$ cat src/shared/cabth_pkg.sv
package cabth_pkg;
  // ----------------------------------------
  // Register map
  // ----------------------------------------
  localparam logic [3:0] ADDR_BLOCK_TX_CONTROL = 4'h0;
  localparam logic [3:0] ADDR_TX_HISTORY_READ  = 4'h1;
  localparam int         ADDR_W                = 4;
  localparam int         DATA_W                = 16;
  // ----------------------------------------
  // Field positions
  // ----------------------------------------
  localparam int RD_CLEAR_BIT   = 1;
  localparam int RD_TRIGGER_BIT = 0;
  localparam int WR_SET_CLEAR   = 9;
  localparam int WR_SET_TRIG    = 8;
  localparam int WR_CLR_TRIG    = 0;
  localparam int HIST_ENTRY_LSB = 8;
  localparam int HIST_MATCH_BIT = 1;
  localparam int HIST_OVF_BIT   = 0;
  localparam int HIST_OVF_CLR   = 0;
  // ----------------------------------------
  // Sizes and timing
  // ----------------------------------------
  localparam int LIST_DEPTH     = 8;
  localparam int OVF_LEVEL      = 7;
  localparam int BUF_NUM_W      = 5;
  localparam int ENTRY_W        = 8;
  localparam int CLEAR_CYCLES   = 4;
endpackage

$ cat src/rtl/cabth_list_mem.sv
module cabth_list_mem #(
  parameter int DEPTH = 8,
  parameter int WIDTH = 5
) (
  // Clock
  input  wire logic                     clk,
  // Write side
  input  wire logic                     wr_en,
  input  wire logic [$clog2(DEPTH)-1:0] wr_addr,
  input  wire logic [WIDTH-1:0]         wr_data,
  // Read side
  input  wire logic [$clog2(DEPTH)-1:0] rd_addr,
  output logic      [WIDTH-1:0]         rd_data
);
  initial begin
    if (DEPTH < 2 || WIDTH < 1) $error("cabth_list_mem: bad size");
  end

  logic [WIDTH-1:0] mem [DEPTH];

  always_ff @(posedge clk) begin
    if (wr_en) begin
      mem[wr_addr] <= wr_data;
    end
    rd_data <= mem[rd_addr];
  end
endmodule // cabth_list_mem

$ cat src/rtl/cabth_ctrl.sv
// How it works
// - Control register starts and clears block engine
// - Control read: clear bit1, trigger bit0, rest zero
// - Write: bit9 sets clear, bit8 sets/bit0 clears trigger
// - History register reads list one entry each
// - History entry field in bits 15:8
// - Match bit1, overflow bit0, bits 7:2 zero
// - Writing bit0 one clears overflow only
// - Each read returns entry at read pointer
// - Entry is buffer number 0 to 31
//
// The placing of the registers and strobed register access were decided locally.
module cabth_ctrl #(
  parameter int CLEAR_CYCLES = cabth_pkg::CLEAR_CYCLES
) (
  // Clock and reset
  input  wire logic                         clk,
  input  wire logic                         rst,
  // Register port
  input  wire logic [cabth_pkg::ADDR_W-1:0] reg_addr,
  input  wire logic [cabth_pkg::DATA_W-1:0] reg_wdata,
  input  wire logic                         reg_wr,
  input  wire logic                         reg_rd,
  output logic      [cabth_pkg::DATA_W-1:0] reg_rdata,
  // Block engine side
  output logic                              block_tx_trigger,
  output logic                              block_engine_clear,
  input  wire logic                         block_done,
  // Transmit completions
  input  wire logic                         tx_sent,
  input  wire logic [cabth_pkg::BUF_NUM_W-1:0] tx_sent_buf
);
  initial begin
    if (CLEAR_CYCLES < 1 || CLEAR_CYCLES > 255) $error("cabth_ctrl: bad CLEAR_CYCLES");
  end

  localparam int PW = $clog2(cabth_pkg::LIST_DEPTH);
  localparam logic [3:0] OVF_CNT = 4'(cabth_pkg::OVF_LEVEL);
  localparam logic [PW-1:0] LAST_SLOT = PW'(cabth_pkg::OVF_LEVEL - 1);
  localparam logic [7:0] CLR_LAST = 8'(CLEAR_CYCLES - 1);

  typedef enum logic [1:0] {CABTH_IDLE, CABTH_CLEARING} cabth_clr_state_t;

  typedef struct packed {
    logic                         trig;
    cabth_clr_state_t             clr_st;
    logic [7:0]                   clr_cnt;
    logic [PW-1:0]                wptr;
    logic [PW-1:0]                rptr;
    logic [3:0]                   unread;
    logic                         ovf;
    logic                         rd_hist;
    logic [cabth_pkg::DATA_W-1:0] rdata;
  } cabth_state_t;

  cabth_state_t st_r;
  cabth_state_t st_nxt;
  logic [cabth_pkg::BUF_NUM_W-1:0] mem_rd;
  logic hit_ctl;
  logic hit_hist;
  logic pop;
  logic push;
  logic full_hold;
  logic [PW-1:0] wr_slot;

  // ----------------------------------------
  // History storage
  // ----------------------------------------
  cabth_list_mem #(
    .DEPTH (cabth_pkg::LIST_DEPTH),
    .WIDTH (cabth_pkg::BUF_NUM_W)
  ) u_mem (
    .clk     (clk),
    .wr_en   (push),
    .wr_addr (wr_slot),
    .wr_data (tx_sent_buf),
    .rd_addr (st_r.rptr),
    .rd_data (mem_rd)
  );

  assign hit_ctl  = reg_addr == cabth_pkg::ADDR_BLOCK_TX_CONTROL;
  assign hit_hist = reg_addr == cabth_pkg::ADDR_TX_HISTORY_READ;
  assign pop      = reg_rd && hit_hist && st_r.unread != 4'h0;
  assign push     = tx_sent;

  // ----------------------------------------
  // Write slot
  // ----------------------------------------
  // Full list keeps seven entries; later sends reuse the seventh slot
  assign full_hold = st_r.unread >= OVF_CNT && !pop;
  assign wr_slot   = full_hold ? st_r.wptr - PW'(1) : st_r.wptr;

  // ----------------------------------------
  // Next state
  // ----------------------------------------
  always_comb begin
    st_nxt = st_r;
    st_nxt.rd_hist = 1'b0;
    // Trigger: engine completion clears, software set wins
    if (block_done) begin
      st_nxt.trig = 1'b0;
    end
    if (reg_wr && hit_ctl && reg_wdata[cabth_pkg::WR_CLR_TRIG]) begin
      st_nxt.trig = 1'b0;
    end
    if (reg_wr && hit_ctl && reg_wdata[cabth_pkg::WR_SET_TRIG]) begin
      st_nxt.trig = 1'b1;
    end
    // Engine clear sequence
    case (st_r.clr_st)
      CABTH_IDLE: begin
        if (reg_wr && hit_ctl && reg_wdata[cabth_pkg::WR_SET_CLEAR]) begin
          st_nxt.clr_st  = CABTH_CLEARING;
          st_nxt.clr_cnt = 8'h00;
        end
      end
      CABTH_CLEARING: begin
        if (st_r.clr_cnt == CLR_LAST) begin
          st_nxt.clr_st = CABTH_IDLE;
        end else begin
          st_nxt.clr_cnt = st_r.clr_cnt + 8'h01;
        end
      end
      default: st_nxt.clr_st = CABTH_IDLE;
    endcase
    // History pointers
    if (pop) begin
      st_nxt.rptr = st_r.rptr + PW'(1);
    end
    if (push) begin
      if (st_r.unread >= OVF_CNT - 4'h1 && !pop) begin
        st_nxt.ovf = 1'b1;
      end
      if (st_r.unread < OVF_CNT || pop) begin
        st_nxt.wptr = st_r.wptr + PW'(1);
      end
    end
    case ({push && !(st_r.unread >= OVF_CNT && !pop), pop})
      2'b10:   st_nxt.unread = st_r.unread + 4'h1;
      2'b01:   st_nxt.unread = st_r.unread - 4'h1;
      default: st_nxt.unread = st_r.unread;
    endcase
    // Overflow clear; a new overflow event wins
    if (reg_wr && hit_hist && reg_wdata[cabth_pkg::HIST_OVF_CLR] &&
        !(push && st_r.unread >= OVF_CNT - 4'h1 && !pop)) begin
      st_nxt.ovf = 1'b0;
    end
    // Read data
    st_nxt.rdata = '0;
    if (reg_rd && hit_ctl) begin
      st_nxt.rdata[cabth_pkg::RD_CLEAR_BIT]   = st_r.clr_st == CABTH_CLEARING;
      st_nxt.rdata[cabth_pkg::RD_TRIGGER_BIT] = st_r.trig;
    end
    if (reg_rd && hit_hist) begin
      st_nxt.rd_hist = 1'b1;
      st_nxt.rdata[cabth_pkg::HIST_MATCH_BIT] = st_r.unread == 4'h0;
      st_nxt.rdata[cabth_pkg::HIST_OVF_BIT]   = st_r.ovf;
    end
  end

  always_ff @(posedge clk or posedge rst) begin
    if (rst) begin
      st_r <= '{trig: 1'b0, clr_st: CABTH_IDLE, clr_cnt: 8'h00, wptr: '0, rptr: '0,
                unread: 4'h0, ovf: 1'b0, rd_hist: 1'b0, rdata: '0};
    end else begin
      st_r <= st_nxt;
    end
  end

  // ----------------------------------------
  // Outputs
  // ----------------------------------------
  always_comb begin
    reg_rdata = st_r.rdata;
    if (st_r.rd_hist) begin
      reg_rdata[cabth_pkg::HIST_ENTRY_LSB +: cabth_pkg::ENTRY_W] =
        cabth_pkg::ENTRY_W'(mem_rd);
    end
  end
  assign block_tx_trigger   = st_r.trig;
  assign block_engine_clear = st_r.clr_st == CABTH_CLEARING;
endmodule // cabth_ctrl

$ cat config.mk
export PLATFORM = sky130hd
export DESIGN_NAME = cabth_ctrl
export DESIGN_NICKNAME = d
export VERILOG_FILES = /design/src/shared/cabth_pkg.sv /design/src/rtl/cabth_list_mem.sv /design/src/rtl/cabth_ctrl.sv
export SDC_FILE = /design/constraint.sdc
export NUM_CORES = 1
export LEC_CHECK = 0
export CAP_MARGIN = 15
export CORE_UTILIZATION = 24
export CTS_CLUSTER_SIZE = 12
export DETAILED_ROUTE_END_ITERATION = 8
export DONT_BUFFER_PORTS = 1
export PLACE_DENSITY_LB_ADDON = 0.08
export SETUP_SLACK_MARGIN = 0.3
export SYNTH_ARGS = -nofsm -noshare
export SYNTH_HDL_FRONTEND = slang
export SYNTH_HIERARCHICAL = 1
export SYNTH_SLANG_ARGS = --single-unit
export TNS_END_PERCENT = 20
$ cat constraint.sdc
create_clock -name clk -period 2.8 [get_ports clk]
set_input_delay 0.42 -clock clk [delete_from_list [all_inputs] [get_ports clk]]
set_output_delay 0.42 -clock clk [all_outputs]
set_load 0.02 [all_outputs]
# Yosys cells after proc, flatten, opt, wreduce, memory -nomap -nowiden
# Memories as Yosys holds them, arrays and structs flattened. A register that Yosys moved wholly into a read port is not among the register bits.
# Cells that the tools add are included.
word_totals:
  regBits: 25
  ramBits: 40
  elab_cells: 78
  memories: 1
memory_table:
  columns: ["memory", "depth", "width", "read_ports", "rd_clocked_by_memory_dff", "wr", "line", "rtl"]
  rows:
  - ["u_mem.mem", 8, 5, 1, 1, 1, "cabth_list_mem.sv:19", "logic [WIDTH-1:0] mem [DEPTH];"]
op_classes:
  add_sub_neg: 6
  n_lt_le_gt_ge: 3
  n_eq_ne: 8
  muxes: 19
  reduce_logical: 32
ops:
  columns: ["op", "count"]
  rows:
  - ["case mux 8 bit (2 select lines)", 1]
  - ["logical AND 1 bit", 15]
  - ["2-to-1 mux 10 bit", 1]
  - ["2-to-1 mux 1 bit", 9]
  - ["adder 8 x 1 -> 8 bit (second input constant)", 1]
  - ["equality test 8 x 2 -> 1 bit (second input constant)", 1]
  - ["greater-or-equal comparator 4 x 3 -> 1 bit (second input constant)", 2]
  - ["logical NOT 4 bit", 2]
  - ["2-to-1 mux 8 bit", 1]
  - ["case mux 4 bit (2 select lines)", 1]
  - ["nonzero test 2 bit", 4]
  - ["adder 3 x 1 -> 3 bit (second input constant)", 2]
  - ["2-to-1 mux 2 bit", 3]
  - ["AND reduction 2 bit", 3]
  - ["2-to-1 mux 5 bit", 1]
  - ["adder 4 x 1 -> 4 bit (second input constant)", 1]
  - ["equality test 2 x 1 -> 1 bit (second input constant)", 2]
  - ["equality test 4 x 1 -> 1 bit (second input constant)", 1]
  - ["less-than comparator 4 x 3 -> 1 bit (second input constant)", 1]
  - ["inequality test 2 bit (second input constant)", 2]
  - ["case mux 2 bit (2 select lines)", 1]
  - ["nonzero test 4 bit", 1]
  - ["subtractor 4 x 1 -> 4 bit (second input constant)", 1]
  - ["logical NOT 1 bit", 3]
  - ["other kinds (8)", 8]

# Longest topological paths before layout
# Gate-level depths: netlist of the first run.
depth:
  ltp_word: 9
  depth_mapped: 9
  depth_no_buf: 8

# Cells and area by module
# Netlist of the first run, hierarchy kept.
by_module_without_submodules:
  columns: ["mod", "n_inst", "cells_each", "area_each_um2"]
  rows:
  - ["cabth_list_mem", 1, 75, 1694.1]
  - ["cabth_ctrl", 1, 141, 1416.4]

# Least setup slack after synthesis of the first run
# Ideal clock, no wire load.
synth_timing:
  kind: "input-to-reg"
  from: "input port reg_addr[0] in the netlist's numbering"
  to: "memory u_mem.mem[0][0], enable pin"
  arrival_ns: 1.895
  path_slack_ns: 0.531
  stages: 8
  n_path_buf: 1
  cell_sequence: "clkbuf_1 -> nand2_1 -> inv_2 -> nor2_1 -> nand2_1 -> xnor2_1 -> nand2b_1 -> nor3_1"
synth_via:
  elab_chain_cells: 6
synth_lines:
  columns: ["element", "line", "rtl"]
  rows:
  - ["from (decl)", "cabth_ctrl.sv:20", "input wire logic [cabth_pkg::ADDR_W-1:0] reg_addr,"]
  - ["equality test 4 x 1 -> 1 bit", "cabth_ctrl.sv:82", "assign hit_hist = reg_addr == cabth_pkg::ADDR_TX_HISTORY_READ;"]
  - ["logical AND 1 bit (2 in a row)", "cabth_ctrl.sv:83", "assign pop = reg_rd && hit_hist && st_r.unread != 4'h0;"]
  - ["logical NOT 1 bit", "cabth_ctrl.sv:90", "assign full_hold = st_r.unread >= OVF_CNT && !pop;"]
  - ["logical AND 1 bit", "cabth_ctrl.sv:90", null]
  - ["2-to-1 mux 3 bit", "cabth_ctrl.sv:91", "assign wr_slot = full_hold ? st_r.wptr - PW'(1) : st_r.wptr;"]
  - ["via wr_slot[2]", "cabth_ctrl.sv:64", "logic [PW-1:0] wr_slot;"]
  - ["to (decl)", "cabth_list_mem.sv:19", null]
# The timed path passes the listed nets, and every way through them passes these cells.

# Worst setup path after layout of the first run
layout_timing:
  from: "register st_r[18] in the netlist's numbering"
  to: "register st_r[20] in the netlist's numbering"
layout_via:
  elab_chain_cells: 8
  elab_cells_between_ends: 13
  classes_between: "add/sub: 2; order compare: 1; eq/ne: 2; mux: 1; reduce/logical: 7"
layout_lines:
  columns: ["element", "line", "rtl"]
  rows:
  - ["from (decl)", "cabth_ctrl.sv:56", "cabth_state_t st_r;"]
  - ["from (signal assigned)", "cabth_ctrl.sv:163", "st_r <= '{trig: 1'b0, clr_st: CABTH_IDLE, clr_cnt: 8'h00, wptr: '0, rptr: '0,"]
  - ["from (signal assigned)", "cabth_ctrl.sv:166", "st_r <= st_nxt;"]
  - ["branches (longest 8 deep; another with greater-or-equal comparator 4 x 3 -> 1 bit)", null, null]
# Several ways; the timed one is not identified.
# A chain may end at the register's enable or synchronous reset.

==> results of run 1 <==
-- cell usage after synthesis (2+ instances only) --
master / count / share of area (%)
mux2_1: 2 / 0.72
buf_4: 11 / 2.7
a21oi_1: 4 / 0.64
or4b_4: 2 / 0.89
o21ai_1: 4 / 0.64
edfxtp_1: 40 / 39
o21ai_0: 4 / 0.64
dfrtp_1: 24 / 19
inv_1: 5 / 0.60
xnor2_1: 8 / 2.3
o22ai_1: 2 / 0.40
and3_1: 2 / 0.40
ha_1: 5 / 2.0
and2_1: 5 / 1.0
nand4_1: 4 / 0.80
mux2_2: 5 / 1.8
nor4b_4: 2 / 1.5
dfxtp_1: 5 / 3.2
xor2_1: 5 / 1.4
nor2_1: 17 / 2.1
nand3_1: 2 / 0.32
nand2_1: 15 / 1.8
clkbuf_1: 4 / 0.48
nor3_1: 2 / 0.32
mux2i_1: 2 / 0.64
mux4_1: 10 / 8.4
nand2b_1: 4 / 0.80
-- state kept, by name, indices dropped and copies added (netlist names) --
name and cells:
block_tx_trigger 1, reg_rdata 2, u_mem/rd_data 5, u_mem/mem 40, st_r 21
-- cell type report --
| cell class | count | area [sq um] |
|---|---|---|
| multi-input combinational | 133 | 1110 |
| clock inverter | 5 | 61.3 |
| fill | 1317 | 8990 |
| inverter | 6 | 22.5 |
| timing repair buffer | 12 | 90.1 |
| clock buffer | 11 | 233 |
| tap | 172 | 215 |
| sequential | 69 | 1900 |
-- placed cells by master, fill, tap and decap left out, types with 2 or more instances in the layout --
| master | n |
|---|---|
| a21oi_1 | 4 |
| and2_1 | 5 |
| and3_1 | 2 |
| buf_4 | 12 |
| clkbuf_1 | 2 |
| clkbuf_16 | 9 |
| clkinvlp_4 | 3 |
| conb_1 | 9 |
| dfrtp_1 | 24 |
| dfxtp_1 | 5 |
| edfxtp_1 | 40 |
| ha_1 | 5 |
| inv_1 | 5 |
| mux2_1 | 2 |
| mux2_2 | 5 |
| mux2i_1 | 2 |
| mux4_1 | 10 |
| nand2_1 | 15 |
| nand2b_1 | 4 |
| nand3_1 | 2 |
| nand4_1 | 4 |
| nor2_1 | 17 |
| nor3_1 | 2 |
| nor4b_4 | 2 |
| o21ai_0 | 4 |
| o21ai_1 | 4 |
| o22ai_1 | 2 |
| or4b_4 | 2 |
| xnor2_1 | 8 |
| xor2_1 | 5 |
-- how the worst max path moves through the flow --
| stage | start | end | cells past startpoint | slack (ns) |
|---|---|---|---|---|
| 3_5_place_dp | reg_addr[1] | u_mem/mem[5][4] | 8 | 0.56 |
| 5_1_grt | st_r[18] | st_r[20] | 8 | 0.52 |
| 2_1_floorplan | reg_addr[0] | u_mem/mem[0][0] | 8 | 0.53 |
| 6_report | st_r[18] | st_r[20] | 8 | 0.60 |
| 4_1_cts | st_r[18] | st_r[20] | 8 | 0.58 |
| 3_3_place_gp | reg_addr[1] | u_mem/mem[5][4] | 8 | 0.58 |
-- layer usage --
layer / track usage [%] / vias to the layer above
met5: 0 / -
met1: 13.5 / 792
met2: 13.9 / 28
li1: - / 819
met3: 3.35 / 9
met4: 4.62 / 0
-- worst max-delay path, delay by kind of cell, from the launching register on --
| kind | cells | cell delay [ns] |
|---|---|---|
| compound gates | 1 | 0.08 |
| fa+ha+maj | 1 | 0.20 |
| simple gates | 4 | 1.08 |
| xor+xnor | 2 | 0.28 |
| flops | 1 | 0.45 |
-- report_power, final --
| group | switching [uW] | total (uW) | internal [uW] |
|---|---|---|---|
| registers | 238 | 1620 | 1380 |
| logic | 439 | 913 | 474 |
| clock network | 426 | 1120 | 691 |
| total | 1100 | 3650 | 2540 |
-- per-stage QoR --
| stage | hold WS, ns | power (uW) |
|---|---|---|
| after floorplan | 0.435 | 2290 |
| after global placement | 0.402 | 2580 |
| after detailed placement | 0.408 | 2570 |
| after CTS | 0.0464 | 3720 |
| after global routing | 0.0654 | 3880 |
| final | 0.0328 | 3650 |
-- cells by family (layout without fill, tap and decap cells) --
kind of cell / count (synthesis) / after routing / share of synthesized area (%)
AND/OR/NAND/NOR: 64 / 64 / 12.1
other: 1 / 9 / 0.121
XOR/XNOR: 13 / 13 / 3.66
flip-flops: 69 / 69 / 61.1
AO/OA/AOI/OAI: 23 / 23 / 5.11
multiplexers: 19 / 19 / 11.6
buffers and inverters: 22 / 34 / 4.22
adder cells (fa/ha/maj): 5 / 5 / 2.01
==> flow_metrics.py, run 1 <==
metrics = {
    "status": {
        "status": "finished, final reports clean",
    },
    "sta": {
        "tightest_slew_ns": 0.548,
        "fin_tns_setup_ns": 0,
        "fin_ws_ns": 0.600,
        "setup_viol": 0,
        "rsz0062_at_grt": "false",
        "clock_skew_ns": 0.00673,
        "max_slew_margin_pct": 63.0,
        "finalMaxSlewViolations": 0,
        "max_freq_ghz": 0.455,
        "hold_viol": 0,
        "period_needed_ns": 2.20,
        "period_share_pct": 78.6,
    },
    "setup_path": {
        "worst_ep_arrival_time_ns": 2.41,
        "critPathKind": "flip-flop to flip-flop",
        "ff2ff_path_depth": 8,
        "ff2ff_setup_slack_ns": 0.60,
        "end_kind": "flip-flop",
        "start_kind": "flip-flop",
        "required_ns": 3.01,
        "r2r_end": "st_r[20]",
        "slowest_delay_ns": 0.56,
        "slowest_stage": "or4_1",
        "crit_fanout": 7,
        "reg2reg_from": "st_r[18]",
        "crit_chain": "or4_1 -> nand3_1 -> nor2_1 -> xor2_1 -> ha_1 -> nor4_1 -> a21oi_1 -> xnor2_1",
    },
    "clock_tree": {
        "cts.clk_slew.worst_paths_ns": 0.06,
        "holdBufCountCts": 0,
        "cts_tree": "yes",
        "cts.root.buffer_cell": "clkbuf_16",
        "clkLatencyLatePin_ns": 0.33,
        "cts_buffers": 9,
        "cts_buffer_depth": 2,
        "cts_setup_buffers": 0,
        "cts_sinks": 69,
        "post_cts_resized": 0,
        "htreeDepth": 3,
    },
    "routing": {
        "wire_per_inst_um": 14.7,
        "drtAntennaViolNets": 0,
        "wl_mm": 6.01,
        "firstDrtPassIters": 4,
        "route.met2.wl_mm": 2.65,
        "drc_errors": 0,
        "drt-vias-per-instance": 4.04,
        "wl_met3_um": 231,
        "drtIter0Drc": 57,
        "top_layer_used": "met4",
        "drt-met1-wl_mm": 3.02,
        "via_count": 1648,
    },
    "yosys": {
        "synth_edf_count": 40,
        "syn_inst": 216,
        "syn_area_sq_um": 3110,
        "syn_area_per_cell_sq_um": 14.4,
        "synth_flop_cell": "edfxtp_1",
        "async_reset_ff_share_pct": 34.8,
        "ys_types": 48,
        "ys_warn_count": 6,
        "ys_ff_latch": 69,
        "yosysSeqAreaShare_pct": 61.1,
    },
    "floorplanning": {
        "io_pins": 49,
        "rows": 41,
        "die_y_um": 116,
        "floorplan.initialDensity_pct": 24.6,
        "coreArea_sq_um": 12600,
        "die_area_sq_um": 13400,
        "die_x_um": 116,
    },
    "placed_design": {
        "hpwl_mm": 4.11,
        "dp_slack_ns": 0.563,
        "portBuffers": 0,
        "placed_area_sq_um": 3340,
        "finalWeightedCongestion": 0.695,
        "placed_cells": 392,
    },
    "cells_and_area": {
        "fin_cells": 408,
        "area_delta_synth_final_pct": 16.7,
        "drive_gt1_share_pct": 16.9,
        "final_area_sq_um": 3630,
        "utilization_pct": 28.8,
        "diodes": 0,
        "fin_nets": 267,
    },
    "global_route": {
        "grt_max_degree": 25,
        "track_usage_pct": 9.88,
        "gr-total-overflow": 0,
        "grt_pass1_wl_mm": 9.26,
        "grt_pass1_vias": 1630,
        "antenna_found_initial": 0,
    },
    "min_path": {
        "hold_path_class": "input pin to asynchronous set/reset pin",
    },
    "run": {
        "drv_cap": 0,
    },
    "power_and_ir_drop": {
        "p_leak_uw": 0.00135,
        "irDropWorstVdd_uv": 298,
        "powerDensity_nw_per_um2": 1000,
    },
}
No activity file was read; power rests on OpenSTA's default activity.
==> inputs of run 2 (changes only) <==
==> constraint.sdc (replaced) <==
create_clock -name clk -period 2.17 [get_ports clk]
set_input_delay 0.3255 -clock clk [delete_from_list [all_inputs] [get_ports clk]]
set_output_delay 0.3255 -clock clk [all_outputs]
set_load 0.02 [all_outputs]
==> flow_metrics.py, run 2 (synthesized netlist as in run 1, its figures left out) <==
metrics = {
    "cells_and_area": {
        "largest_reg_flops": 40,
        "final_common_cell": "edfxtp_1",
        "fin_nets": 279,
        "regMostFlops": "u_mem/mem",
        "drive_gt1_share_pct": 29.0,
        "reg_top3": "u_mem/mem: 40 flops, st_r: 21 flops, u_mem/rd_data: 5 flops",
        "layout_common_cells": "40 x edfxtp_1, 23 x dfrtp_1, 20 x buf_4, 11 x nand2_1",
        "diodes": 0,
        "area_delta_synth_final_pct": 26.7,
    },
    "sta": {
        "setup_viol": 0,
        "rsz0062_at_grt": "true",
        "fin_tns_setup_ns": 0,
        "period_share_pct": 92.6,
        "max_freq_ghz": 0.498,
        "hold_viol": 0,
        "finalMaxSlewViolations": 0,
        "max_slew_margin_pct": 64.9,
        "tightest_slew_ns": 0.527,
        "period_needed_ns": 2.01,
        "clock_skew_ns": 0.00604,
        "fin_ws_ns": 0.160,
    },
    "routing": {
        "drc_errors": 0,
        "wl_mm": 6.30,
        "wire_per_inst_um": 15.0,
        "via_count": 1773,
        "drtIter0Drc": 52,
        "drt-vias-per-instance": 4.22,
        "firstDrtPassIters": 6,
        "drtAntennaViolNets": 0,
    },
    "global_route": {
        "antenna_found_initial": 0,
        "grt_max_degree": 25,
        "grt_pass1_vias": 1768,
        "track_usage_pct": 10.7,
        "grt_pass1_wl_mm": 9.82,
        "gr-total-overflow": 0,
    },
    "floorplanning": {
        "io_pins": 49,
        "die_area_sq_um": 13400,
        "die_y_um": 116,
        "rows": 41,
        "die_x_um": 116,
        "coreArea_sq_um": 12600,
        "floorplan.initialDensity_pct": 24.6,
    },
    "setup_path": {
        "crit_fanout": 4,
        "crit_chain": "or4_4 -> nand3_2 -> nor2_1 -> xor2_1 -> ha_1 -> nor4_1 -> a21oi_1 -> xnor2_1",
        "worst_ep_arrival_time_ns": 2.23,
        "slowest_stage": "or4_4",
        "start_kind": "flip-flop",
        "end_kind": "flip-flop",
        "critPathKind": "flip-flop to flip-flop",
        "slowest_delay_ns": 0.55,
        "required_ns": 2.39,
    },
    "placed_design": {
        "dp_slack_ns": 0.0863,
        "portBuffers": 0,
        "finalWeightedCongestion": 0.675,
        "hpwl_mm": 4.18,
    },
    "clock_tree": {
        "htreeDepth": 3,
        "cts_buffer_depth": 2,
        "cts_sinks": 69,
        "cts.clk_slew.worst_paths_ns": 0.06,
        "cts_tree": "yes",
        "cts.root.buffer_cell": "clkbuf_16",
        "clkLatencyLatePin_ns": 0.33,
        "cts_buffers": 9,
    },
    "power_and_ir_drop": {
        "p_leak_uw": 0.00147,
        "irDropWorstVdd_uv": 350,
        "powerDensity_nw_per_um2": 1370,
    },
    "run": {
        "drv_cap": 0,
    },
    "min_path": {
        "hold_path_class": "input pin to flip-flop",
    },
    "status": {
        "status": "finished, final reports clean",
    },
}
## run 2: changes by cell type in the layout (fill, tap and decap cells not counted), sizes merged
cell	before	now
bufinv	1	3
buf	12	23
clkbuf	11	12
clkinv	1	0
dlygate4sd3	0	1
clkinvlp	3	1
## run 2: through the flow
stage / power, uW / cells / hold slack (ns) / util (%) / cell area (sq um)
after global routing: 5750 / 420 / 0.0594 / 31.2 / 3940
after floorplan: 3240 / 224 / 0.340 / - / 3280
after global placement: 3640 / 395 / 0.303 / 27.7 / 3500
after detailed placement: 3630 / 395 / 0.303 / 27.7 / 3500
after CTS: 5400 / 416 / 0.0644 / 30.8 / 3890
final: 5410 / 420 / 0.0853 / 31.2 / 3940
## run 2: timing repair
action | CTS | global route
hold buffers | 1 | 0
setup endpoints to repair | 47 | 48
gates resized for setup | 3 | 3
hold endpoints to repair | 24 | 0
pin swaps | 2 | 4
buffers inserted | 4 | 4
## run 2: worst paths after layout
kind,startpoint,endpoint,slack (ns),cells past startpoint
max in group asynchronous,rst,st_r[20],1.40,3
min reg2reg,st_r[22],st_r[22],0.50,1
max,st_r[18],st_r[20],0.16,8
max reg2reg,st_r[18],st_r[20],0.16,8
min,tx_sent_buf[1],u_mem/mem[3][1],0.09,0
min in group asynchronous,rst,st_r[28],0.49,3
## run 2: layer usage
metal | global-route usage (%) | routed length, um | vias to the layer above | share of wire, %
met1 | 14.3 | 3170 | 891 | 50
met3 | 3.56 | 245 | 10 | 3.9
met4 | 7.44 | 153 | 0 | 2.4
li1 | - | - | 846 | -
met2 | 14.5 | 2730 | 26 | 43
met5 | 0 | 0 | - | 0
## run 2: final cells by class
| type | instances | area [sq um] |
|---|---|---|
| flip-flops and latches | 69 | 1900 |
| clock buffers | 12 | 236 |
| clock inverters | 4 | 97.6 |
| fillers | 1295 | 8680 |
| multi-input cells | 133 | 1260 |
| well taps | 172 | 215 |
| inverters | 6 | 25.0 |
| repair buffers | 24 | 203 |
## run 2: where the power goes
part	leakage [uW]	switching, uW	internal, uW
combinational	0.000614	819	882
sequential	0.000702	273	1780
clock	0.000157	532	1120
## run 2: critical path: cells and delay by family (launching register included)
family                   cells  cell delay, ns
AND/OR/NAND/NOR              4            0.94
flip-flops                   1            0.40
XOR/XNOR                     2            0.27
adder cells (fa/ha/maj)      1            0.20
AO/OA/AOI/OAI                1            0.09
